--- src/rtl/tad_ctrl_pkg.sv ---
// Constants, field layouts and carrier types for the aperture delay control block.
// Assumes a byte-addressed register port with 24-bit registers, clocked by the sampled device clock.
package tad_ctrl_pkg;

    localparam logic [9:0] ADDR_CAL_STATUS = 10'h2b2;
    localparam logic [9:0] ADDR_DELAY_CTRL = 10'h2b5;
    localparam logic [23:0] RESET_CAL_STATUS = 24'h000000;
    localparam logic [23:0] RESET_DELAY_CTRL = 24'h000000;
    localparam int DONE_BIT = 17;
    localparam int INV_BIT = 16;
    localparam int COARSE_LSB = 8;
    localparam int FINE_LSB = 0;
    localparam int RAMP_PERIOD_CYCLES = 384;
    localparam int UPDATE_WAIT_CYCLES = 1536;
    localparam logic [7:0] RAMP_STEP_SLOW = 8'h01;
    localparam logic [7:0] RAMP_STEP_FAST = 8'h04;
    localparam logic [10:0] RAMP_PERIOD_LAST = 11'(RAMP_PERIOD_CYCLES - 1);
    // Direct update taken at half the allowed bound, well inside the limit
    localparam logic [10:0] UPDATE_WAIT_LAST = 11'(UPDATE_WAIT_CYCLES / 2 - 1);

    typedef struct packed {
        logic invert;
        logic [7:0] coarse;
        logic [7:0] fine;
    } delay_setting_s;

    typedef enum logic [2:0] {
        ST_IDLE = 3'b001,
        ST_RUN = 3'b010,
        ST_DONE = 3'b100
    } cal_state_e;

endpackage : tad_ctrl_pkg

--- src/rtl/coarse_stepper.sv ---
// Moves the applied coarse delay toward its target, ramped or in one jump.
// Assumes target and mode come from registers on the same clock.
`timescale 1ns/1ps
module coarse_stepper
    import tad_ctrl_pkg::*;
(
    input wire logic clk,
    input wire logic rstn,
    input wire logic [7:0] target,
    input wire logic target_written,
    input wire logic ramp_enable,
    input wire logic ramp_fast,
    output logic [7:0] applied
);
    logic [10:0] count;
    logic [10:0] next_count;
    logic [7:0] next_applied;
    logic pending;
    logic next_pending;
    logic [7:0] step;
    logic [7:0] diff;

    always_comb
    begin
        step = ramp_fast ? RAMP_STEP_FAST : RAMP_STEP_SLOW;
        next_applied = applied;
        next_count = count;
        next_pending = pending | target_written;
        if (ramp_enable)
        begin
            // Ramp keeps moving on its own tick whether or not a write is pending
            next_pending = 1'b0;
            if (count == RAMP_PERIOD_LAST)
            begin
                next_count = '0;
                if (target > applied)
                begin
                    diff = 8'(target - applied);
                    next_applied = (diff < step) ? target : 8'(applied + step);
                end
                else
                begin
                    diff = 8'(applied - target);
                    next_applied = (diff < step) ? target : 8'(applied - step);
                end
            end
            else
            begin
                diff = '0;
                next_count = 11'(count + 11'h001);
            end
        end
        else
        begin
            diff = '0;
            if (target_written)
                next_count = '0;
            else if (pending && count == UPDATE_WAIT_LAST)
            begin
                next_applied = target;
                next_pending = 1'b0;
                next_count = '0;
            end
            else if (pending)
                next_count = 11'(count + 11'h001);
        end
    end

    always_ff @(posedge clk)
    begin
        if (!rstn)
        begin
            applied <= RESET_DELAY_CTRL[15:8];
            count <= '0;
            pending <= 1'b0;
        end
        else
        begin
            applied <= next_applied;
            count <= next_count;
            pending <= next_pending;
        end
    end
endmodule : coarse_stepper

--- src/rtl/aperture_delay_adjust_ctrl.sv ---
// Register port, calibration handshake and delay selection for the sampling aperture.
// Assumes a synchronous register port on CLOCK and an external calibration engine.
`timescale 1ns/1ps
module aperture_delay_adjust_ctrl
    import tad_ctrl_pkg::*;
(
    input wire logic CLOCK,
    input wire logic RSTN,
    input wire logic REG_WRITE,
    input wire logic REG_READ,
    input wire logic [9:0] REG_ADDR,
    input wire logic [23:0] REG_WDATA,
    output logic [23:0] REG_RDATA,
    input wire logic SYSREF_CAL_ENABLE,
    input wire logic RAMP_ENABLE,
    input wire logic RAMP_FAST,
    input wire logic CAL_FINISHED,
    input wire logic [16:0] CAL_RESULT,
    output logic CAL_START,
    output logic CLOCK_INVERT,
    output logic [7:0] COARSE_DELAY,
    output logic [7:0] FINE_DELAY
);
    ////////////////////////////////////////////////////////////////////////////////
    // Register file
    logic [23:0] delay_ctrl;
    logic [23:0] next_delay_ctrl;
    logic [16:0] cal_delay_result;
    logic [16:0] next_cal_delay_result;
    logic cal_done_flag;
    logic [23:0] next_rdata;
    logic coarse_written;
    logic cal_en_prev;
    logic next_cal_en_prev;
    logic enable_rise;
    logic ctrl_write;
    logic ctrl_read;
    logic status_read;
    cal_state_e state;
    cal_state_e next_state;
    logic next_start;
    logic [7:0] stepped_coarse;
    delay_setting_s manual;
    delay_setting_s chosen;
    delay_setting_s held;
    logic next_invert;
    logic [7:0] next_coarse;
    logic [7:0] next_fine;

    function automatic logic hit(input logic [9:0] addr, input logic [9:0] target);
        hit = (addr == target);
    endfunction : hit

    // Reserved bits 23:18 always read as zero
    function automatic logic [23:0] status_word(input logic done, input logic [16:0] result);
        status_word = {6'h00, done, result};
    endfunction : status_word

    ////////////////////////////////////////////////////////////////////////////////
    // Address decode
    always_comb
    begin
        ctrl_write = REG_WRITE && hit(REG_ADDR, ADDR_DELAY_CTRL);
        ctrl_read = REG_READ && hit(REG_ADDR, ADDR_DELAY_CTRL);
        status_read = REG_READ && hit(REG_ADDR, ADDR_CAL_STATUS);
    end

    ////////////////////////////////////////////////////////////////////////////////
    // Control and read-back registers
    // Status writes fall through unused, since the status word is read-only
    always_comb
    begin
        next_delay_ctrl = delay_ctrl;
        coarse_written = 1'b0;
        if (ctrl_write)
        begin
            next_delay_ctrl = {7'h00, REG_WDATA[16:0]};
            coarse_written = 1'b1;
        end
        // Read data stands until the next read strobe
        next_rdata = REG_RDATA;
        if (status_read)
            next_rdata = status_word(cal_done_flag, cal_delay_result);
        else if (ctrl_read)
            next_rdata = delay_ctrl;
        else if (REG_READ)
            next_rdata = 24'h000000;
    end

    ////////////////////////////////////////////////////////////////////////////////
    // Calibration sequence
    always_comb
    begin
        next_state = state;
        next_start = 1'b0;
        next_cal_delay_result = cal_delay_result;
        next_cal_en_prev = SYSREF_CAL_ENABLE;
        case (state)
            ST_IDLE:
            begin
                if (enable_rise)
                begin
                    next_state = ST_RUN;
                    next_start = 1'b1;
                end
            end
            ST_RUN:
            begin
                if (!SYSREF_CAL_ENABLE)
                    next_state = ST_IDLE;
                else if (CAL_FINISHED)
                begin
                    next_state = ST_DONE;
                    next_cal_delay_result = CAL_RESULT;
                end
            end
            ST_DONE:
            begin
                // Later finished pulses are ignored until the enable is cycled
                if (!SYSREF_CAL_ENABLE)
                    next_state = ST_IDLE;
            end
            default:
                next_state = ST_IDLE;
        endcase
    end

    // Gated by the live enable, so a clear hides a stale result at once
    assign cal_done_flag = (state == ST_DONE) && SYSREF_CAL_ENABLE;

    // Rise is judged against the level sampled one edge earlier
    assign enable_rise = SYSREF_CAL_ENABLE && !cal_en_prev;

    ////////////////////////////////////////////////////////////////////////////////
    // Delay selection
    // Only the coarse path can glitch the clock, so only it is paced
    coarse_stepper u_stepper (
        .clk(CLOCK),
        .rstn(RSTN),
        .target(delay_ctrl[15:8]),
        .target_written(coarse_written),
        .ramp_enable(RAMP_ENABLE),
        .ramp_fast(RAMP_FAST),
        .applied(stepped_coarse)
    );

    always_comb
    begin
        manual.invert = delay_ctrl[INV_BIT];
        manual.coarse = stepped_coarse;
        manual.fine = delay_ctrl[7:0];
        held.invert = CLOCK_INVERT;
        held.coarse = COARSE_DELAY;
        held.fine = FINE_DELAY;
        chosen = manual;
        // Hold last setting while a calibration runs, then use its result
        if (SYSREF_CAL_ENABLE)
        begin
            if (state == ST_DONE)
                chosen = cal_delay_result;
            else
                chosen = held;
        end
        next_invert = chosen.invert;
        next_coarse = chosen.coarse;
        next_fine = chosen.fine;
    end

    ////////////////////////////////////////////////////////////////////////////////
    // Register file state
    always_ff @(posedge CLOCK)
    begin
        if (!RSTN)
        begin
            delay_ctrl <= RESET_DELAY_CTRL;
            REG_RDATA <= 24'h000000;
        end
        else
        begin
            delay_ctrl <= next_delay_ctrl;
            REG_RDATA <= next_rdata;
        end
    end

    ////////////////////////////////////////////////////////////////////////////////
    // Calibration state
    always_ff @(posedge CLOCK)
    begin
        if (!RSTN)
        begin
            cal_delay_result <= RESET_CAL_STATUS[16:0];
            state <= ST_IDLE;
            // An enable already high when reset lifts counts as a rise
            cal_en_prev <= 1'b0;
            CAL_START <= 1'b0;
        end
        else
        begin
            cal_delay_result <= next_cal_delay_result;
            state <= next_state;
            cal_en_prev <= next_cal_en_prev;
            CAL_START <= next_start;
        end
    end

    ////////////////////////////////////////////////////////////////////////////////
    // Applied delay state
    // Outputs are registered so the delay line never sees a decode hazard
    always_ff @(posedge CLOCK)
    begin
        if (!RSTN)
        begin
            CLOCK_INVERT <= RESET_DELAY_CTRL[INV_BIT];
            COARSE_DELAY <= RESET_DELAY_CTRL[15:8];
            FINE_DELAY <= RESET_DELAY_CTRL[7:0];
        end
        else
        begin
            CLOCK_INVERT <= next_invert;
            COARSE_DELAY <= next_coarse;
            FINE_DELAY <= next_fine;
        end
    end
endmodule : aperture_delay_adjust_ctrl

--- config.mk ---
export PLATFORM = sky130hd
export DESIGN_NAME = aperture_delay_adjust_ctrl
export DESIGN_NICKNAME = d
export VERILOG_FILES = /design/src/rtl/tad_ctrl_pkg.sv /design/src/rtl/coarse_stepper.sv /design/src/rtl/aperture_delay_adjust_ctrl.sv
export SDC_FILE = /design/constraint.sdc
export NUM_CORES = 1
export LEC_CHECK = 0
export ABC_AREA = 1
export ABC_CLOCK_PERIOD_IN_PS = 2800
export BUFFER_PORTS_ARGS = -buffer_cell sky130_fd_sc_hd__buf_4
export CAP_MARGIN = 5
export CORE_ASPECT_RATIO = 0.8
export CORE_MARGIN = 3
export CORE_UTILIZATION = 58
export CTS_BUF_LIST = sky130_fd_sc_hd__clkbuf_8
export DETAILED_ROUTE_END_ITERATION = 16
export PLACE_DENSITY = 0.93
export SLEW_MARGIN = 0
export SYNTH_ARGS = -nofsm -noshare
export SYNTH_HDL_FRONTEND = slang
export SYNTH_SLANG_ARGS = --single-unit
--- constraint.sdc ---
create_clock -name CLOCK -period 2.8 [get_ports CLOCK]
set_input_delay 0.42 -clock CLOCK [delete_from_list [all_inputs] [get_ports CLOCK]]
set_output_delay 0.42 -clock CLOCK [all_outputs]
set_load 0.01 [all_outputs]
---- Word-level counts from Yosys, hierarchy flattened ----
Index checks and enable logic that the tools add are counted.
operators by class
  add/subtract/negate cells ............... 5
  magnitude comparators ................... 3
  equal/unequal tests ..................... 13
  multiplexer cells ....................... 27
  bitwise logic cells ..................... 2
  reductions and logical operators ........ 17
operators by type and width
  cell                   number
  $mux 8                 7
  $mux 11                5
  $mux 24                2
  $mux 17                2
  $sub 8x8->8            3
  $eq 10x10->1 const B   2
  $mux 18                1
  $lt 8x8->1             2
  $mux 3                 5
  $add 11x1->11 const B  1
  $eq 11x10->1 const B   1
  $eq 11x9->1 const B    1
  $pmux 3 s3             1
  $reduce_and 3->1       3
  $add 8x8->8            1
  $gt 8x8->1             1
  $logic_and 1x1->1      6
  $ne 2x2->1 const B     3
  $mux 1                 4
  $ne 2x1->1 const B     2
  $reduce_bool 2->1      2
  $reduce_bool 4->1      1
  $reduce_or 2->1        2
  $eq 3x1->1 const B     1
  8 further kinds        8
word-level totals
  flip-flop bits (word level) ............. 100
  output and inout bits ................... 42
  word-level logic and storage cells ...... 80

---- Depth between registers and ports, before layout ----
Gate-level depths: netlist (run 1).
  depth in word-level cells ............... 6
  depth in mapped cells ................... 15

---- By module ----
A second synthesis (run 1) with hierarchy kept.
unflattened totals
  cell total of the unflattened synthesis .. 874
  area total of the unflattened synthesis .. 5,914.4 um2
by module, submodules not included
  module                      instances  cells each  area each (um2)  seq. area each (um2)
  aperture_delay_adjust_ctrl  1          483         3,400.8          1,481.4
  coarse_stepper              1          391         2,513.7          400.4

---- Worst setup path after synthesis (run 1) ----
Ideal clock, no wire load.
  path type ............................... reg2reg
  start ................................... reg delay_ctrl[8]
  end ..................................... reg u_stepper.applied[1]
  arrival ................................. 2.294 ns
  data required time ...................... 2.678 ns
  slack ................................... 0.385 ns
  stages on the path, launching flop included .. 14
  clock period less this slack ............ 2.415 ns
  cells stage by stage .................... dfxtp_1 inv_1 ha_1 fa_1 xnor2_1 ha_1 a21oi_1 nand3_4 nor2_8 nand2_4 nand2_1 nand3_1 nand3_2 a21oi_2
between the ends
  cells in the longest elaborated chain, start to end .. 6
  elaborated cells between the ends (all ways) .. 10
  classes of those cells .................. add/sub: 2; order compare: 3; mux: 5
ends and longest elaborated chain
  element                                RTL line                                    source
  from (decl)                            aperture_delay_adjust_ctrl.sv:26            logic [23:0] delay_ctrl;
  from (signal assigned)                 aperture_delay_adjust_ctrl.sv:180           delay_ctrl <= next_delay_ctrl;
  $sub 8x8->8, on equally long branches  coarse_stepper.sv:43, coarse_stepper.sv:38
  $lt 8x8->1, on equally long branches   coarse_stepper.sv:44, coarse_stepper.sv:39
  $mux 8, on equally long branches       coarse_stepper.sv:44, coarse_stepper.sv:39
  $mux 8 *                               coarse_stepper.sv:36                        if (target > applied)
  $mux 8 *                               coarse_stepper.sv:33                        if (count == RAMP_PERIOD_LAST)
  $mux 8 *                               coarse_stepper.sv:29                        if (ramp_enable)
  to (signal assigned)                   coarse_stepper.sv:73                        applied <= RESET_DELAY_CTRL[15:8];
  to (signal assigned)                   coarse_stepper.sv:79                        applied <= next_applied;
  to (decl)                              coarse_stepper.sv:13                        output logic [7:0] applied
Every way passes the cells marked *; elsewhere a longest branch is shown, timed or not. The select of a mux whose other input is x is not followed.
A chain may end at the register's enable or synchronous reset.

---- Final worst setup path (run 1) ----
  start ................................... reg u_stepper.applied[0]
  end ..................................... reg u_stepper.applied[5]
between the ends
  cells in the longest elaborated chain, start to end .. 6
  elaborated cells between the ends (all ways) .. 12
  classes of those cells .................. add/sub: 4; order compare: 3; mux: 5
ends and longest elaborated chain
  element                                RTL line
  $sub 8x8->8, on equally long branches  coarse_stepper.sv:43, coarse_stepper.sv:38
  $lt 8x8->1, on equally long branches   coarse_stepper.sv:44, coarse_stepper.sv:39
  $mux 8, on equally long branches       coarse_stepper.sv:44, coarse_stepper.sv:39
  $mux 8 *                               coarse_stepper.sv:36
  $mux 8 *                               coarse_stepper.sv:33
  $mux 8 *                               coarse_stepper.sv:29
Marks and branches as above.

==> results of run 1 <==
==> final cells by class <==
| cell class | count | area (um2) | share of cell area, % |
|---|---|---|---|
| Inverter | 74 | 279.0 | 4.328 |
| Timing Repair Buffer | 100 | 750.7 | 11.64 |
| Clock inverter | 6 | 68.82 | 1.067 |
| Multi-Input combinational cell | 580 | 3197 | 49.58 |
| Sequential cell | 94 | 1884 | 29.23 |
| Tap cell | 115 | 143.9 | 2.232 |
| Clock buffer | 9 | 123.9 | 1.921 |
==> layer usage <==
layer  wire length [um]  share of wire, %
met5                  0                 0
met4                300               2.0
met3               1569                10
met2               6982                46
met1               6337                42
==> cells in the mapped netlist, drive strengths merged <==
cell    instances  area share, %
or2             1           0.11
a211oi          2           0.36
inv            70            4.8
a21oi          41            4.5
nor3           12            1.4
xor2           12            1.9
clkinv          4           0.30
xnor2           4           0.64
a41oi           1           0.16
dfxtp          94             34
fa              2           0.73
nand3          75            8.0
ha             24            5.5
nor2           86            7.4
a21o            1           0.14
conb            1          0.068
nand2         218             16
nor4            4            1.1
o21ai          46            4.2
clkbuf         18            1.3
a31oi          35            4.1
buf            16            1.9
nand4           9            1.0
==> worst min-delay path, cell delays in order <==
cell and delay, ns:
buf_4 0.10, nand2_1 0.04, inv_1 0.04
==> flip-flops by register name, indices dropped and copies added, names as in the netlist <==
name               count
REG_RDATA             18
delay_ctrl            17
u_stepper.count       11
u_stepper.pending      1
CAL_START              1
u_stepper.applied      8
CLOCK_INVERT           1
state                  3
cal_en_prev            1
cal_delay_result      17
FINE_DELAY             8
COARSE_DELAY           8
==> kinds of logic after synthesis <==
family          after synthesis
flops                        94
other cells                   1
buf+inv                     108
xor+xnor                     16
simple gates                405
compound gates              126
fa+ha+maj                    26
==> where the power goes <==
group | switching, mW | internal, mW
clock | 0.500 | 0.414
combinational | 0.149 | 0.102
sequential | 0.0137 | 1.35
total | 0.663 | 1.87
==> worst max path at each step <==
stage / from / end / slack (ns) / cells after the start
floorplan: delay_ctrl[8] / u_stepper.applied[1] / 0.38 / 13
global placement: delay_ctrl[8] / u_stepper.applied[2] / 0.18 / 13
detailed placement: delay_ctrl[8] / u_stepper.applied[2] / 0.09 / 13
CTS: delay_ctrl[8] / u_stepper.applied[2] / 0.05 / 13
global route: u_stepper.applied[0] / u_stepper.applied[3] / 0.009 / 13
finish: u_stepper.applied[0] / u_stepper.applied[5] / 0.10 / 13
==> metrics by stage <==
| stage | setup WS (ns) | power [mW] | area [um2] |
|---|---|---|---|
| CTS | 0.05411 | 2.531 | 6430 |
| global route | 0.009165 | 2.601 | 6447 |
| global placement | 0.1836 | 1.634 | 6237 |
| floorplan | 0.3845 | 1.547 | 5512 |
| detailed placement | 0.09112 | 1.643 | 6237 |
| finish | 0.1046 | 2.532 | 6447 |
==> report_table.html, run 1 <==
<table>
<tr><th>Metric</th><th>Value</th></tr>
<tr><th colspan="2">Cells and area</th></tr>
<tr><td>Final core occ</td><td>between 70 and 80%</td></tr>
<tr><td># fillers</td><td>slightly above 700</td></tr>
<tr><td>Commonest cells after routing, fill and taps aside</td><td>nand2_1, buf_4, dfxtp_1, nor2_1, nand3_1</td></tr>
<tr><td>Most common cell after layout, fill and taps aside</td><td>nand2_1</td></tr>
<tr><td>Inserted Diodes</td><td>0</td></tr>
<tr><td>Final Non-Filler Cells</td><td>978</td></tr>
<tr><td>Ratio of cells with drive above 1 in the final layout</td><td>between 20% and 30%</td></tr>
<tr><td>Area growth syn-to-layout</td><td>17.38%</td></tr>
<tr><td># nets final</td><td>~940</td></tr>
<tr><th colspan="2">Worst setup path</th></tr>
<tr><td>Cell with the biggest individual delay on the critical path</td><td>fa_1</td></tr>
<tr><td>Crit Path Class</td><td>reg2reg</td></tr>
<tr><td>Reg2reg start</td><td>u_stepper.applied[0]</td></tr>
<tr><td>Depth of the worst register-to-register path</td><td>13</td></tr>
<tr><td>Top fanout value on the critical path</td><td>8</td></tr>
<tr><td>Kind of capture point of the worst setup path</td><td>register</td></tr>
<tr><td>Data required time at the worst endpoint</td><td>3.06 ns</td></tr>
<tr><td>End of the worst register-to-register path</td><td>u_stepper.applied[5]</td></tr>
<tr><td>CP delay by family, top</td><td>adder cells</td></tr>
<tr><td>Cell Chain, Critical Path</td><td>inv_1 &gt; ha_1 &gt; fa_1 &gt; xnor2_1 &gt; ha_1 &gt; a21oi_1 &gt; nand3_2 &gt; nor2_8 &gt; nand2_4 &gt; nand2_1 &gt; nand3_1 &gt; nand3_1 &gt; a21oi_2</td></tr>
<tr><td>Sort of element at the start of the critical path</td><td>register</td></tr>
<tr><td>Register-to-Register Setup Slack</td><td>0.10 ns</td></tr>
<tr><td>Data arrival at the endpoint of the critical path</td><td>2.96 ns</td></tr>
<tr><td>Largest stage delay, worst path</td><td>between 0.4 and 0.5 ns</td></tr>
<tr><td>Combined buffer and inverter count along the critical path</td><td>1</td></tr>
<tr><th colspan="2">Place</th></tr>
<tr><td>Gp weighted congestion</td><td>0.9248</td></tr>
<tr><td>Port Buffers</td><td>just under 90</td></tr>
<tr><td>Number of placed instances with taps included</td><td>962</td></tr>
<tr><td>Half-perimeter wire length of the detailed placement result</td><td>10,990 um</td></tr>
<tr><th colspan="2">CTS</th></tr>
<tr><td>Htree depth</td><td>3</td></tr>
<tr><td>Cell at the root of the clock tree</td><td>clkbuf_8</td></tr>
<tr><td>Hold buffer count at cts</td><td>0</td></tr>
<tr><td>Latest clock arrival within the worst-skew pair</td><td>~0.38 ns</td></tr>
<tr><td>Clock edge transition at the registers on the reported setup and hold paths</td><td>0.10 ns</td></tr>
<tr><td>Clock tree from TritonCTS</td><td>built</td></tr>
<tr><td>Number of clock sinks seen by CTS</td><td>94</td></tr>
<tr><td>Post-CTS Repair Setup Buffers</td><td>0</td></tr>
<tr><td>Inserted Clock Buffers</td><td>9</td></tr>
<tr><td>Maximum clock insertion buffer count</td><td>2</td></tr>
<tr><td>Resize count post-CTS</td><td>0</td></tr>
<tr><th colspan="2">STA</th></tr>
<tr><td>Final sum of negative setup slack</td><td>0 ns</td></tr>
<tr><td>Setup-failing EPs final</td><td>0</td></tr>
<tr><td>Endpoints failing hold</td><td>0</td></tr>
<tr><td>Maximum achievable frequency</td><td>0.3710 GHz</td></tr>
<tr><td>Pins over their slew limit</td><td>0</td></tr>
<tr><td>Setup repair after global routing missed its margin</td><td>false</td></tr>
<tr><td>Final worst hold slack</td><td>0.2448 ns</td></tr>
<tr><td>Final critical-path required period</td><td>~2.7 ns</td></tr>
<tr><td>Fraction of the cycle the final worst path needs</td><td>96.27%</td></tr>
<tr><td>Normalized max-slew margin</td><td>a little over two fifths</td></tr>
<tr><td>Pin slew with the least headroom to its limit</td><td>0.8451 ns</td></tr>
<tr><td>Clock skew</td><td>approximately 0.016 ns</td></tr>
<tr><th colspan="2">GRT</th></tr>
<tr><td>GR Layer Usage met1</td><td>38.25%</td></tr>
<tr><td>Global-route layer with the greatest usage</td><td>met2</td></tr>
<tr><td>Number of antenna violations at the first check in global routing</td><td>0</td></tr>
<tr><td>Leftover overflow at the end of global routing</td><td>0</td></tr>
<tr><td>Grt met3 use</td><td>between 5 and 6%</td></tr>
<tr><td>Largest net degree at the start of global routing</td><td>49</td></tr>
<tr><td>Total global routing track utilization</td><td>roughly 28%</td></tr>
<tr><td>First-pass GRT wire length</td><td>24,110 um</td></tr>
<tr><td>Vias in the first global route</td><td>~5,000</td></tr>
<tr><td>Global-route met2 utilization</td><td>44.72%</td></tr>
<tr><th colspan="2">Worst hold path</th></tr>
<tr><td>End point of the most critical hold path</td><td>cal_en_prev</td></tr>
<tr><td>Count of cells along the worst hold path</td><td>3</td></tr>
<tr><td>Start point of the worst min-delay path</td><td>SYSREF_CAL_ENABLE</td></tr>
<tr><td>Classification of the worst-slack hold path</td><td>in2reg</td></tr>
<tr><th colspan="2">Logic synthesis</th></tr>
<tr><td>Synth warn</td><td>0</td></tr>
<tr><td>Sequential cell area fraction in the yosys report</td><td>34.26%</td></tr>
<tr><td>Mean instance size in the synthesized netlist</td><td>7.078 um2</td></tr>
<tr><td>Number of standard cells after synthesis</td><td>776</td></tr>
<tr><td>Number of unique standard cell types used by synthesis</td><td>44</td></tr>
<tr><td>Post-synthesis instance area</td><td>5493 um2</td></tr>
<tr><td>Combinational family with the most area after synthesis</td><td>simple AND/OR/NAND/NOR gates</td></tr>
<tr><td>Multiplexer fraction of the synthesized cell area</td><td>0%</td></tr>
<tr><td>Area share of xor/xnor cells in the synthesized design</td><td>~2.6%</td></tr>
<tr><td>Area fraction in and, or, nand and nor cells after synthesis</td><td>35.22%</td></tr>
<tr><td>Post-synthesis compound-gate area fraction</td><td>13.44%</td></tr>
<tr><td>Post-synthesis register bit count</td><td>between 90 and 100</td></tr>
<tr><td>Adder and majority gate portion of the synthesized area</td><td>6.196%</td></tr>
<tr><th colspan="2">Power and ir drop</th></tr>
<tr><td>Ratio of total power to cell area</td><td>a little under 400 nW/um2</td></tr>
<tr><td>Peak supply drop</td><td>between 0.3 and 0.4 mV</td></tr>
<tr><td>Static power due to leakage</td><td>2.751 nW</td></tr>
<tr><th colspan="2">Route</th></tr>
<tr><td>Total number of vias</td><td>5,590</td></tr>
<tr><td>Total wirelength of the detailed-routed design</td><td>15,190 um</td></tr>
<tr><td>Number of DRC markers in iteration 0</td><td>668</td></tr>
<tr><td>Number of remaining DRC errors</td><td>0</td></tr>
<tr><td>First-pass iteration count of the detailed router</td><td>7</td></tr>
<tr><td>Via-per-instance ratio</td><td>5.716</td></tr>
<tr><td>Number of antenna-violating nets in the routed design</td><td>0</td></tr>
<tr><td>Post-detailed-route wirelength per cell</td><td>15.53 um</td></tr>
<tr><th colspan="2">Floorplanning</th></tr>
<tr><td>Initial Utilization</td><td>about three fifths</td></tr>
<tr><td>Horizontal extent of the die</td><td>114.8 um</td></tr>
<tr><td>Area of the die</td><td>10,680 um2</td></tr>
<tr><td>Placement Rows</td><td>31</td></tr>
<tr><td>Die H</td><td>approximately 93 um</td></tr>
<tr><td>Number of I/O pins</td><td>a little over 100</td></tr>
<tr><td>Floorplan core area</td><td>between 9000 and 10,000 um2</td></tr>
<tr><th colspan="2">Flow run</th></tr>
<tr><td>Count of max-cap constraint violations</td><td>0</td></tr>
<tr><th colspan="2">Outcome</th></tr>
<tr><td>Status</td><td>finished, final reports clean</td></tr>
</table>
(Power assumes the default switching activity.)
==> inputs of run 2 (changes only) <==
--- a/config.mk
+++ b/config.mk
@@ -5,8 +5,7 @@
 export SDC_FILE = /design/constraint.sdc
 export NUM_CORES = 1
 export LEC_CHECK = 0
-export ABC_AREA = 1
-export ABC_CLOCK_PERIOD_IN_PS = 2800
+export ABC_AREA = 0
 export BUFFER_PORTS_ARGS = -buffer_cell sky130_fd_sc_hd__buf_4
 export CAP_MARGIN = 5
 export CORE_ASPECT_RATIO = 0.8
@@ -19,3 +18,4 @@
 export SYNTH_ARGS = -nofsm -noshare
 export SYNTH_HDL_FRONTEND = slang
 export SYNTH_SLANG_ARGS = --single-unit
+export TNS_END_PERCENT = 20
==> report_table.html, run 2 <==
<table>
<tr><th>Metric</th><th>Value</th></tr>
<tr><th colspan="2">Power and ir drop</th></tr>
<tr><td>Static power due to leakage</td><td>2.774 nW (was 2.751 nW)</td></tr>
<tr><td>Total power consumption of the routed design</td><td>2.869 mW (was 2.532 mW)</td></tr>
<tr><td>Ratio of total power to cell area</td><td>423.2 nW/um2 (was 392.7 nW/um2)</td></tr>
<tr><td>Peak supply drop</td><td>0.3943 mV (was 0.3986 mV)</td></tr>
<tr><th colspan="2">Worst setup path</th></tr>
<tr><td>Top fanout value on the critical path</td><td>5 (was 8)</td></tr>
<tr><td>Cell Chain, Critical Path</td><td>buf_6 &gt; ha_4 &gt; fa_2 &gt; xnor2_1 &gt; ha_1 &gt; a221oi_2 &gt; o211ai_1 &gt; a2111oi_4 &gt; buf_4 &gt; a22oi_2 &gt; nand2_2 &gt; buf_4 &gt; buf_4 &gt; o31ai_1 &gt; o22ai_1 (was inv_1 &gt; ha_1 &gt; fa_1 &gt; xnor2_1 &gt; ha_1 &gt; a21oi_1 &gt; nand3_2 &gt; nor2_8 &gt; nand2_4 &gt; nand2_1 &gt; nand3_1 &gt; nand3_1 &gt; a21oi_2)</td></tr>
<tr><td>Sort of element at the start of the critical path</td><td>register (unchanged)</td></tr>
<tr><td>Data required time at the worst endpoint</td><td>3.06 ns (about the same)</td></tr>
<tr><td>Crit Path Class</td><td>reg2reg (unchanged)</td></tr>
<tr><td>Data arrival at the endpoint of the critical path</td><td>3.42 ns (was 2.96 ns)</td></tr>
<tr><td>CP delay by family, top</td><td>compound AO/OA/AOI/OAI gates (was adder cells)</td></tr>
<tr><td>Kind of capture point of the worst setup path</td><td>register (unchanged)</td></tr>
<tr><td>Combined buffer and inverter count along the critical path</td><td>4 (was 1)</td></tr>
<tr><td>Cell with the biggest individual delay on the critical path</td><td>fa_2 (was fa_1)</td></tr>
<tr><td>Largest stage delay, worst path</td><td>0.38 ns (was 0.42 ns)</td></tr>
<tr><td>Most numerous cell on the critical path</td><td>buf_4</td></tr>
<tr><th colspan="2">Worst hold path</th></tr>
<tr><td>Classification of the worst-slack hold path</td><td>in2reg (unchanged)</td></tr>
<tr><th colspan="2">Floorplanning</th></tr>
<tr><td>Number of I/O pins</td><td>101 (unchanged)</td></tr>
<tr><td>Floorplan core area</td><td>8708 um2 (was 9154 um2)</td></tr>
<tr><td>Placement Rows</td><td>30 (was 31)</td></tr>
<tr><td>Area of the die</td><td>10,340 um2 (was 10,680 um2)</td></tr>
<tr><td>Horizontal extent of the die</td><td>113.0 um (was 114.8 um)</td></tr>
<tr><td>Die H</td><td>91.57 um (was 93.04 um)</td></tr>
<tr><td>Initial Utilization</td><td>60.96% (was 60.01%)</td></tr>
<tr><th colspan="2">STA</th></tr>
<tr><td>Normalized max-slew margin</td><td>59.90% (was 43.60%)</td></tr>
<tr><td>Endpoints failing hold</td><td>0 (unchanged)</td></tr>
<tr><td>Setup-failing EPs final</td><td>8 (was 0)</td></tr>
<tr><td>Final worst hold slack</td><td>0.2927 ns (was 0.2448 ns)</td></tr>
<tr><td>Final sum of negative setup slack</td><td>-2.619 ns (was 0 ns)</td></tr>
<tr><td>Pins over their slew limit</td><td>0 (unchanged)</td></tr>
<tr><td>Clock skew</td><td>0.01483 ns (was 0.01606 ns)</td></tr>
<tr><td>Setup repair after global routing missed its margin</td><td>true (was false)</td></tr>
<tr><td>Final critical-path setup slack</td><td>-0.3630 ns (was 0.1046 ns)</td></tr>
<tr><td>Pin slew with the least headroom to its limit</td><td>0.5951 ns (was 0.8451 ns)</td></tr>
<tr><td>Fraction of the cycle the final worst path needs</td><td>113.0% (was 96.27%)</td></tr>
<tr><td>Maximum achievable frequency</td><td>0.3162 GHz (was 0.3710 GHz)</td></tr>
<tr><td>Final critical-path required period</td><td>3.163 ns (was 2.695 ns)</td></tr>
<tr><th colspan="2">GRT</th></tr>
<tr><td>Number of antenna violations at the first check in global routing</td><td>0 (unchanged)</td></tr>
<tr><td>Leftover overflow at the end of global routing</td><td>0 (unchanged)</td></tr>
<tr><td>Largest net degree at the start of global routing</td><td>55 (was 49)</td></tr>
<tr><td>Total global routing track utilization</td><td>33.42% (was 28.03%)</td></tr>
<tr><td>Vias in the first global route</td><td>5,476 (was 5,143)</td></tr>
<tr><td>First-pass GRT wire length</td><td>27,730 um (was 24,110 um)</td></tr>
<tr><th colspan="2">Cells and area</th></tr>
<tr><td>Combined flip-flop and latch cell area</td><td>1886 um2 (was 1884 um2)</td></tr>
<tr><td>Most common cell after layout, fill and taps aside</td><td>buf_4 (was nand2_1)</td></tr>
<tr><td>Area growth syn-to-layout</td><td>27.69% (was 17.38%)</td></tr>
<tr><td>Inserted Diodes</td><td>0 (unchanged)</td></tr>
<tr><td>Largest Register</td><td>REG_RDATA (unchanged)</td></tr>
<tr><td>Max FFs per register</td><td>18 (unchanged)</td></tr>
<tr><td># fillers</td><td>528 (was 705)</td></tr>
<tr><td>Final Non-Filler Cells</td><td>828 (was 978)</td></tr>
<tr><td># nets final</td><td>796 (was 944)</td></tr>
<tr><td>Ratio of cells with drive above 1 in the final layout</td><td>28.07% (was 20.97%)</td></tr>
<tr><td>Largest registers in the final layout</td><td>REG_RDATA (18), cal_delay_result (17), delay_ctrl (17) (unchanged)</td></tr>
<tr><td>Final design area excluding fillers</td><td>6779 um2 (was 6447 um2)</td></tr>
<tr><td>Multi-input logic area</td><td>3242 um2 (was 3197 um2)</td></tr>
<tr><td>Commonest cells after routing, fill and taps aside</td><td>buf_4, dfxtp_1, nor2b_1, mux2i_1, nand2_1 (was nand2_1, buf_4, dfxtp_1, nor2_1, nand3_1)</td></tr>
<tr><th colspan="2">Logic synthesis</th></tr>
<tr><td>Most common cell in the synthesized netlist</td><td>dfxtp_1 (was nand2_1)</td></tr>
<tr><td>Most used flip-flop cell after synthesis</td><td>dfxtp_1 (unchanged)</td></tr>
<tr><td>Fraction of registers with async set or reset after synthesis</td><td>0% (unchanged)</td></tr>
<tr><td>Synth warn</td><td>0 (unchanged)</td></tr>
<tr><td>Post-synthesis instance area</td><td>5309 um2 (was 5493 um2)</td></tr>
<tr><td>Number of standard cells after synthesis</td><td>587 (was 776)</td></tr>
<tr><td>Number of enable-type register cells in the synthesized netlist</td><td>0 (unchanged)</td></tr>
<tr><td>Mean instance size in the synthesized netlist</td><td>9.044 um2 (was 7.078 um2)</td></tr>
<tr><td>Post-synthesis cell type with the largest combined area</td><td>dfxtp_1 (unchanged)</td></tr>
<tr><td>Sequential cell area fraction in the yosys report</td><td>35.45% (was 34.26%)</td></tr>
<tr><td>Most instantiated cells after synthesis</td><td>dfxtp_1, nor2b_1, mux2i_1 (was nand2_1, dfxtp_1, nor2_1)</td></tr>
<tr><td>Share of Yosys cell area claimed by the top area cell type</td><td>35.45% (was 34.26%)</td></tr>
<tr><td>Post-synthesis register bit count</td><td>94 (unchanged)</td></tr>
<tr><td>Leading cell types by total area after synthesis</td><td>dfxtp_1, mux2i_1, nor2b_1, ha_1, nand2_1 (was dfxtp_1, nand2_1, nand3_1, ha_1, nor2_1)</td></tr>
<tr><td>Number of unique standard cell types used by synthesis</td><td>66 (was 44)</td></tr>
<tr><th colspan="2">Route</th></tr>
<tr><td>Total number of vias</td><td>5,411 (was 5,590)</td></tr>
<tr><td>Number of antenna-violating nets in the routed design</td><td>0 (unchanged)</td></tr>
<tr><td>Total wirelength of the detailed-routed design</td><td>17,560 um (was 15,190 um)</td></tr>
<tr><td>First-pass iteration count of the detailed router</td><td>6 (was 7)</td></tr>
<tr><td>Via-per-instance ratio</td><td>6.535 (was 5.716)</td></tr>
<tr><td>Post-detailed-route wirelength per cell</td><td>21.20 um (was 15.53 um)</td></tr>
<tr><td>Number of remaining DRC errors</td><td>0 (unchanged)</td></tr>
<tr><td>Number of DRC markers in iteration 0</td><td>806 (was 668)</td></tr>
<tr><th colspan="2">CTS</th></tr>
<tr><td>Clock tree from TritonCTS</td><td>built (unchanged)</td></tr>
<tr><td>Latest clock arrival within the worst-skew pair</td><td>0.38 ns (about the same)</td></tr>
<tr><td>Hold buffer count at cts</td><td>0 (unchanged)</td></tr>
<tr><td>Maximum clock insertion buffer count</td><td>2 (unchanged)</td></tr>
<tr><td>Clock edge transition at the registers on the reported setup and hold paths</td><td>0.11 ns (was 0.10 ns)</td></tr>
<tr><td>Number of clock sinks seen by CTS</td><td>94 (unchanged)</td></tr>
<tr><td>Cell at the root of the clock tree</td><td>clkbuf_8 (unchanged)</td></tr>
<tr><td>Htree depth</td><td>3 (unchanged)</td></tr>
<tr><td>Inserted Clock Buffers</td><td>9 (unchanged)</td></tr>
<tr><th colspan="2">Flow run</th></tr>
<tr><td>Count of max-cap constraint violations</td><td>0 (unchanged)</td></tr>
<tr><th colspan="2">Place</th></tr>
<tr><td>Half-perimeter wire length of the detailed placement result</td><td>11,620 um (was 10,990 um)</td></tr>
<tr><td>Number of placed instances with taps included</td><td>810 (was 962)</td></tr>
<tr><td>Port Buffers</td><td>87 (unchanged)</td></tr>
<tr><td>Gp weighted congestion</td><td>0.9065 (was 0.9248)</td></tr>
<tr><td>Standard cell area after detailed placement</td><td>6424 um2 (was 6237 um2)</td></tr>
<tr><th colspan="2">Outcome</th></tr>
<tr><td>Violations in the final reports</td><td>setup timing</td></tr>
<tr><td>Status</td><td>finished with violations (was finished, final reports clean)</td></tr>
</table>
==> run 2: cell count changes in the layout (fill, tap and decap cells not counted), moves of 29 or more <==
| cell | before | now |
|---|---|---|
| o21ai_0 | 46 | 15 |
| nor2b_1 | 0 | 55 |
| nand3_1 | 65 | 13 |
| mux2i_1 | 0 | 51 |
| buf_4 | 100 | 146 |
| nor2_1 | 77 | 31 |
| nand2_1 | 200 | 47 |
| inv_1 | 64 | 25 |
| a31oi_1 | 34 | 5 |
==> run 2: metal layers <==
| layer | global-route usage (%) | vias up | wire length, um |
|---|---|---|---|
| met1 | 38.61 | 2539 | 6411 |
| met4 | 18.32 | 0 | 927 |
| met3 | 7.528 | 109 | 1697 |
| li1 | - | 2362 | - |
| met5 | 0 | - | 0 |
| met2 | 57.05 | 401 | 8519 |
==> run 2: cells by family after synthesis <==
kind of cell,synth area share [%]
and+or+nand+nor,20.13
AOI/OAI and AO/OA,18.95
DFF,35.45
buffers and inverters,5.774
muxes,10.75
adders and majority gates,6.411
xor gates and xnor gates,2.475
other,0.07064
==> run 2: layout make-up <==
cell class / instances / share of cell area [%]
inverters: 29 / 1.606
well taps: 112 / 2.067
repair buffers: 148 / 16.63
flip-flops and latches: 94 / 27.81
clock inverters: 6 / 2.030
clock buffers: 10 / 2.030
multi-input cells: 429 / 47.82
==> run 2: worst register-to-register path: cells and delay by family, from the launching register on <==
family | cells | cell delay [ns]
AOI/OAI and AO/OA | 6 | 0.97
adders and majority gates | 3 | 0.83
buffers and inverters | 4 | 0.59
DFF | 1 | 0.35
and+or+nand+nor | 1 | 0.18
xor gates and xnor gates | 1 | 0.14
==> run 2: report_power, final <==
part	total (mW)	leakage (nW)	internal, mW	switching (mW)
Clock	1.24	0.137	0.715	0.523
Combinational	0.257	1.87	0.125	0.132
Sequential	1.37	0.763	1.36	0.0190
==> run 2: path summary, 6_finish.rpt <==
kind | slack (ns) | endpoint | startpoint | depth (start not counted)
max | -0.36 | u_stepper.applied[3] | u_stepper.applied[0] | 15
min | 0.29 | delay_ctrl[0] | REG_WDATA[0] | 3
max reg2reg | -0.36 | u_stepper.applied[3] | u_stepper.applied[0] | 15
min reg2reg | 0.53 | u_stepper.count[1] | u_stepper.count[1] | 2
==> run 2: stage by stage <==
step / util, % / setup slack [ns]
finish: 77.84 / -0.3630
global route: 77.84 / -0.4932
CTS: 77.82 / -0.3374
detailed placement: 73.76 / -0.3669
global placement: 73.76 / -0.2303
floorplan: - / -0.01065
==> run 2: repair_timing <==
| action | 4_1_cts | 5_1_grt |
|---|---|---|
| pin swaps | 13 | 4 |
| setup buffers | 2 | 0 |
| gates resized for setup | 12 | 3 |
| endpoints found under the setup margin | 8 | 8 |
==> inputs of run 3 (changes only) <==
==> constraint.sdc (replaced) <==
create_clock -name CLOCK -period 3.3 [get_ports CLOCK]
set_input_delay 0.495 -clock CLOCK [delete_from_list [all_inputs] [get_ports CLOCK]]
set_output_delay 0.495 -clock CLOCK [all_outputs]
set_load 0.005 [all_outputs]
==> report_table.html, run 3 (synthesis results as in run 2) <==
<table>
<tr><th>Metric</th><th>Value</th></tr>
<tr><th colspan="2">Route</th></tr>
<tr><td>Total number of vias</td><td>4,984 (was 5,411)</td></tr>
<tr><td>Via-per-instance ratio</td><td>6.309 (was 6.535)</td></tr>
<tr><td>Detailed-routed wire length on met3</td><td>1266 um (was 1697 um)</td></tr>
<tr><td>Number of remaining DRC errors</td><td>0 (unchanged)</td></tr>
<tr><td>Max layer used</td><td>met4 (unchanged)</td></tr>
<tr><td>First-pass iteration count of the detailed router</td><td>6 (unchanged)</td></tr>
<tr><td>Total wirelength of the detailed-routed design</td><td>14,920 um (was 17,560 um)</td></tr>
<tr><td>WL met2</td><td>7216 um (was 8519 um)</td></tr>
<tr><td>Number of DRC markers in iteration 0</td><td>544 (was 806)</td></tr>
<tr><td>Post-detailed-route wirelength per cell</td><td>18.88 um (was 21.20 um)</td></tr>
<tr><td>Number of antenna-violating nets in the routed design</td><td>0 (unchanged)</td></tr>
<tr><td>Wl on met1</td><td>6017 um (was 6411 um)</td></tr>
<tr><th colspan="2">STA</th></tr>
<tr><td>Setup-failing EPs final</td><td>1 (was 8)</td></tr>
<tr><td>Maximum achievable frequency</td><td>0.3004 GHz (was 0.3162 GHz)</td></tr>
<tr><td>Final worst hold slack</td><td>0.3768 ns (was 0.2927 ns)</td></tr>
<tr><td>Final critical-path required period</td><td>3.329 ns (was 3.163 ns)</td></tr>
<tr><td>Pin slew with the least headroom to its limit</td><td>0.7049 ns (was 0.5951 ns)</td></tr>
<tr><td>Fraction of the cycle the final worst path needs</td><td>100.9% (was 113.0%)</td></tr>
<tr><td>Endpoints failing hold</td><td>0 (unchanged)</td></tr>
<tr><td>Normalized max-slew margin</td><td>53.01% (was 59.90%)</td></tr>
<tr><td>Clock skew</td><td>0.01316 ns (was 0.01483 ns)</td></tr>
<tr><td>Setup repair after global routing missed its margin</td><td>true (unchanged)</td></tr>
<tr><td>Pins over their slew limit</td><td>0 (unchanged)</td></tr>
<tr><td>Final critical-path setup slack</td><td>-0.02939 ns (was -0.3630 ns)</td></tr>
<tr><th colspan="2">Worst setup path</th></tr>
<tr><td>Register-to-Register Setup Slack</td><td>-0.03 ns (was -0.36 ns)</td></tr>
<tr><td>Top fanout value on the critical path</td><td>5 (unchanged)</td></tr>
<tr><td>CP delay by family, top</td><td>compound AO/OA/AOI/OAI gates (unchanged)</td></tr>
<tr><td>Sort of element at the start of the critical path</td><td>register (unchanged)</td></tr>
<tr><td>Largest stage delay, worst path</td><td>0.38 ns (about the same)</td></tr>
<tr><td>End of the worst register-to-register path</td><td>u_stepper.applied[2] (was u_stepper.applied[3])</td></tr>
<tr><td>Kind of capture point of the worst setup path</td><td>register (unchanged)</td></tr>
<tr><td>Data required time at the worst endpoint</td><td>3.55 ns (was 3.06 ns)</td></tr>
<tr><td>Data arrival at the endpoint of the critical path</td><td>3.58 ns (was 3.42 ns)</td></tr>
<tr><td>Crit Path Class</td><td>reg2reg (unchanged)</td></tr>
<tr><td>Combined buffer and inverter count along the critical path</td><td>2 (was 4)</td></tr>
<tr><td>Stages on the worst setup path</td><td>13 (was 15)</td></tr>
<tr><td>Critical Path Source</td><td>delay_ctrl[8] (was u_stepper.applied[0])</td></tr>
<tr><td>Cell with the biggest individual delay on the critical path</td><td>fa_2 (unchanged)</td></tr>
<tr><td>Most numerous cell on the critical path</td><td>ha_1 (was buf_4)</td></tr>
<tr><td>Reg2reg start</td><td>delay_ctrl[8] (was u_stepper.applied[0])</td></tr>
<tr><td>Crit path capture</td><td>u_stepper.applied[2] (was u_stepper.applied[3])</td></tr>
<tr><td>Depth of the worst register-to-register path</td><td>13 (was 15)</td></tr>
<tr><td>Cell Chain, Critical Path</td><td>inv_1 &gt; ha_1 &gt; fa_2 &gt; xnor2_2 &gt; ha_1 &gt; a221oi_2 &gt; o211ai_1 &gt; a2111oi_4 &gt; buf_4 &gt; a22oi_2 &gt; a32oi_1 &gt; mux2_2 &gt; a31oi_1 (was buf_6 &gt; ha_4 &gt; fa_2 &gt; xnor2_1 &gt; ha_1 &gt; a221oi_2 &gt; o211ai_1 &gt; a2111oi_4 &gt; buf_4 &gt; a22oi_2 &gt; nand2_2 &gt; buf_4 &gt; buf_4 &gt; o31ai_1 &gt; o22ai_1)</td></tr>
<tr><th colspan="2">CTS</th></tr>
<tr><td>Number of clock sinks seen by CTS</td><td>94 (unchanged)</td></tr>
<tr><td>Latest clock arrival within the worst-skew pair</td><td>0.37 ns (was 0.38 ns)</td></tr>
<tr><td>Clock tree from TritonCTS</td><td>built (unchanged)</td></tr>
<tr><td>Maximum clock insertion buffer count</td><td>2 (unchanged)</td></tr>
<tr><td>Htree depth</td><td>3 (unchanged)</td></tr>
<tr><td>Hold buffer count at cts</td><td>0 (unchanged)</td></tr>
<tr><td>Cell at the root of the clock tree</td><td>clkbuf_8 (unchanged)</td></tr>
<tr><td>Clock edge transition at the registers on the reported setup and hold paths</td><td>0.09 ns (was 0.11 ns)</td></tr>
<tr><td>Inserted Clock Buffers</td><td>9 (unchanged)</td></tr>
<tr><th colspan="2">Power and ir drop</th></tr>
<tr><td>Peak supply drop</td><td>0.3816 mV (was 0.3943 mV)</td></tr>
<tr><td>Ratio of total power to cell area</td><td>331.5 nW/um2 (was 423.2 nW/um2)</td></tr>
<tr><td>Static power due to leakage</td><td>2.568 nW (was 2.774 nW)</td></tr>
<tr><th colspan="2">Flow run</th></tr>
<tr><td>Count of max-cap constraint violations</td><td>0 (unchanged)</td></tr>
<tr><th colspan="2">GRT</th></tr>
<tr><td>Number of antenna violations at the first check in global routing</td><td>0 (unchanged)</td></tr>
<tr><td>Total global routing track utilization</td><td>27.93% (was 33.42%)</td></tr>
<tr><td>First-pass GRT wire length</td><td>23,610 um (was 27,730 um)</td></tr>
<tr><td>Vias in the first global route</td><td>4,849 (was 5,476)</td></tr>
<tr><td>Leftover overflow at the end of global routing</td><td>0 (unchanged)</td></tr>
<tr><td>Largest net degree at the start of global routing</td><td>86 (was 55)</td></tr>
<tr><th colspan="2">Floorplanning</th></tr>
<tr><td>Area of the die</td><td>10,340 um2 (unchanged)</td></tr>
<tr><td>Placement Rows</td><td>30 (unchanged)</td></tr>
<tr><td>Die H</td><td>91.57 um (unchanged)</td></tr>
<tr><td>Floorplan core area</td><td>8708 um2 (unchanged)</td></tr>
<tr><td>Horizontal extent of the die</td><td>113.0 um (unchanged)</td></tr>
<tr><td>Initial Utilization</td><td>60.96% (unchanged)</td></tr>
<tr><td>Number of I/O pins</td><td>101 (unchanged)</td></tr>
<tr><th colspan="2">Cells and area</th></tr>
<tr><td># fillers</td><td>570 (was 528)</td></tr>
<tr><td>Combined flip-flop and latch cell area</td><td>1887 um2 (was 1886 um2)</td></tr>
<tr><td>Ratio of cells with drive above 1 in the final layout</td><td>23.01% (was 28.07%)</td></tr>
<tr><td>Max FFs per register</td><td>18 (unchanged)</td></tr>
<tr><td># nets final</td><td>758 (was 796)</td></tr>
<tr><td>Area growth syn-to-layout</td><td>20.43% (was 27.69%)</td></tr>
<tr><td>Inserted Diodes</td><td>0 (unchanged)</td></tr>
<tr><td>Largest Register</td><td>REG_RDATA (unchanged)</td></tr>
<tr><td>Most common cell after layout, fill and taps aside</td><td>buf_4 (unchanged)</td></tr>
<tr><td>Commonest cells after routing, fill and taps aside</td><td>buf_4, dfxtp_1, nor2b_1, mux2i_1, nand2_1 (unchanged)</td></tr>
<tr><td>Multi-input logic area</td><td>3239 um2 (was 3242 um2)</td></tr>
<tr><td>Final Non-Filler Cells</td><td>790 (was 828)</td></tr>
<tr><td>Largest registers in the final layout</td><td>REG_RDATA (18), cal_delay_result (17), delay_ctrl (17) (unchanged)</td></tr>
<tr><th colspan="2">Worst hold path</th></tr>
<tr><td>Classification of the worst-slack hold path</td><td>in2reg (unchanged)</td></tr>
<tr><th colspan="2">Place</th></tr>
<tr><td>Half-perimeter wire length of the detailed placement result</td><td>10,570 um (was 11,620 um)</td></tr>
<tr><td>Port Buffers</td><td>87 (unchanged)</td></tr>
<tr><td>Number of placed instances with taps included</td><td>772 (was 810)</td></tr>
<tr><td>Gp weighted congestion</td><td>0.8765 (was 0.9065)</td></tr>
<tr><th colspan="2">Outcome</th></tr>
<tr><td>Status</td><td>finished with violations (unchanged)</td></tr>
<tr><td>Violations in the final reports</td><td>setup timing (unchanged)</td></tr>
</table>
==> run 3: repair_timing <==
action                                  in CTS  in global routing
resized for setup                            4                 14
buffers inserted                             0                  2
endpoints found under the setup margin       7                  8
pin swaps                                    3                 11
hold endpoints to repair                     0                  0
==> run 3: metal layers <==
metal  global-route usage, %  vias up
met4                   10.81        0
met2                   46.20      261
met5                       0        -
met3                   7.195       50
li1                        -     2287
met1                   34.82     2386
==> run 3: layout make-up <==
class	count	share of cell area (%)
Multi-Input combinational cell	429	50.67
Clock buffer	10	2.153
Clock inverter	6	0.8611
Tap cell	112	2.192
Timing Repair Buffer	110	12.92
Inverter	29	1.703
Sequential cell	94	29.51
==> run 3: worst min-delay path by stage <==
stage | start | endpoint | slack [ns] | cells after the start
final | REG_WDATA[0] | delay_ctrl[0] | 0.38 | 3
after global placement | u_stepper.count[1] | u_stepper.count[1] | 0.48 | 2
after global routing | REG_WDATA[1] | delay_ctrl[1] | 0.38 | 3
after detailed placement | u_stepper.count[1] | u_stepper.count[1] | 0.49 | 2
after CTS | REG_WDATA[5] | delay_ctrl[5] | 0.37 | 3
after floorplan | u_stepper.count[1] | u_stepper.count[1] | 0.46 | 2
==> run 3: tightest hold or removal path, stage by stage <==
cell and delay [ns]:
buf_4 0.08, mux2i_1 0.05, nor2b_1 0.09
==> run 3: per-stage QoR <==
| step | setup TNS, ns | cell area [um2] | util (%) | total power [mW] | setup slack [ns] |
|---|---|---|---|---|---|
| detailed placement | -0.2841 | 6100 | 70.04 | 1.380 | -0.07333 |
| global placement | 0 | 6100 | 70.04 | 1.371 | 0.01042 |
| global route | -0.7802 | 6394 | 73.42 | 2.183 | -0.1604 |
| CTS | 0 | 6319 | 72.56 | 2.118 | 0.04666 |
| floorplan | 0 | 5328 | - | 1.292 | 0.2259 |
| finish | -0.02939 | 6394 | 73.42 | 2.120 | -0.02939 |
==> run 3: power breakdown <==
part	total (mW)	leakage, nW	switching, mW	internal [mW]
Clock	0.757	0.110	0.394	0.363
Sequential	1.16	0.763	0.0150	1.15
Combinational	0.198	1.70	0.0959	0.102
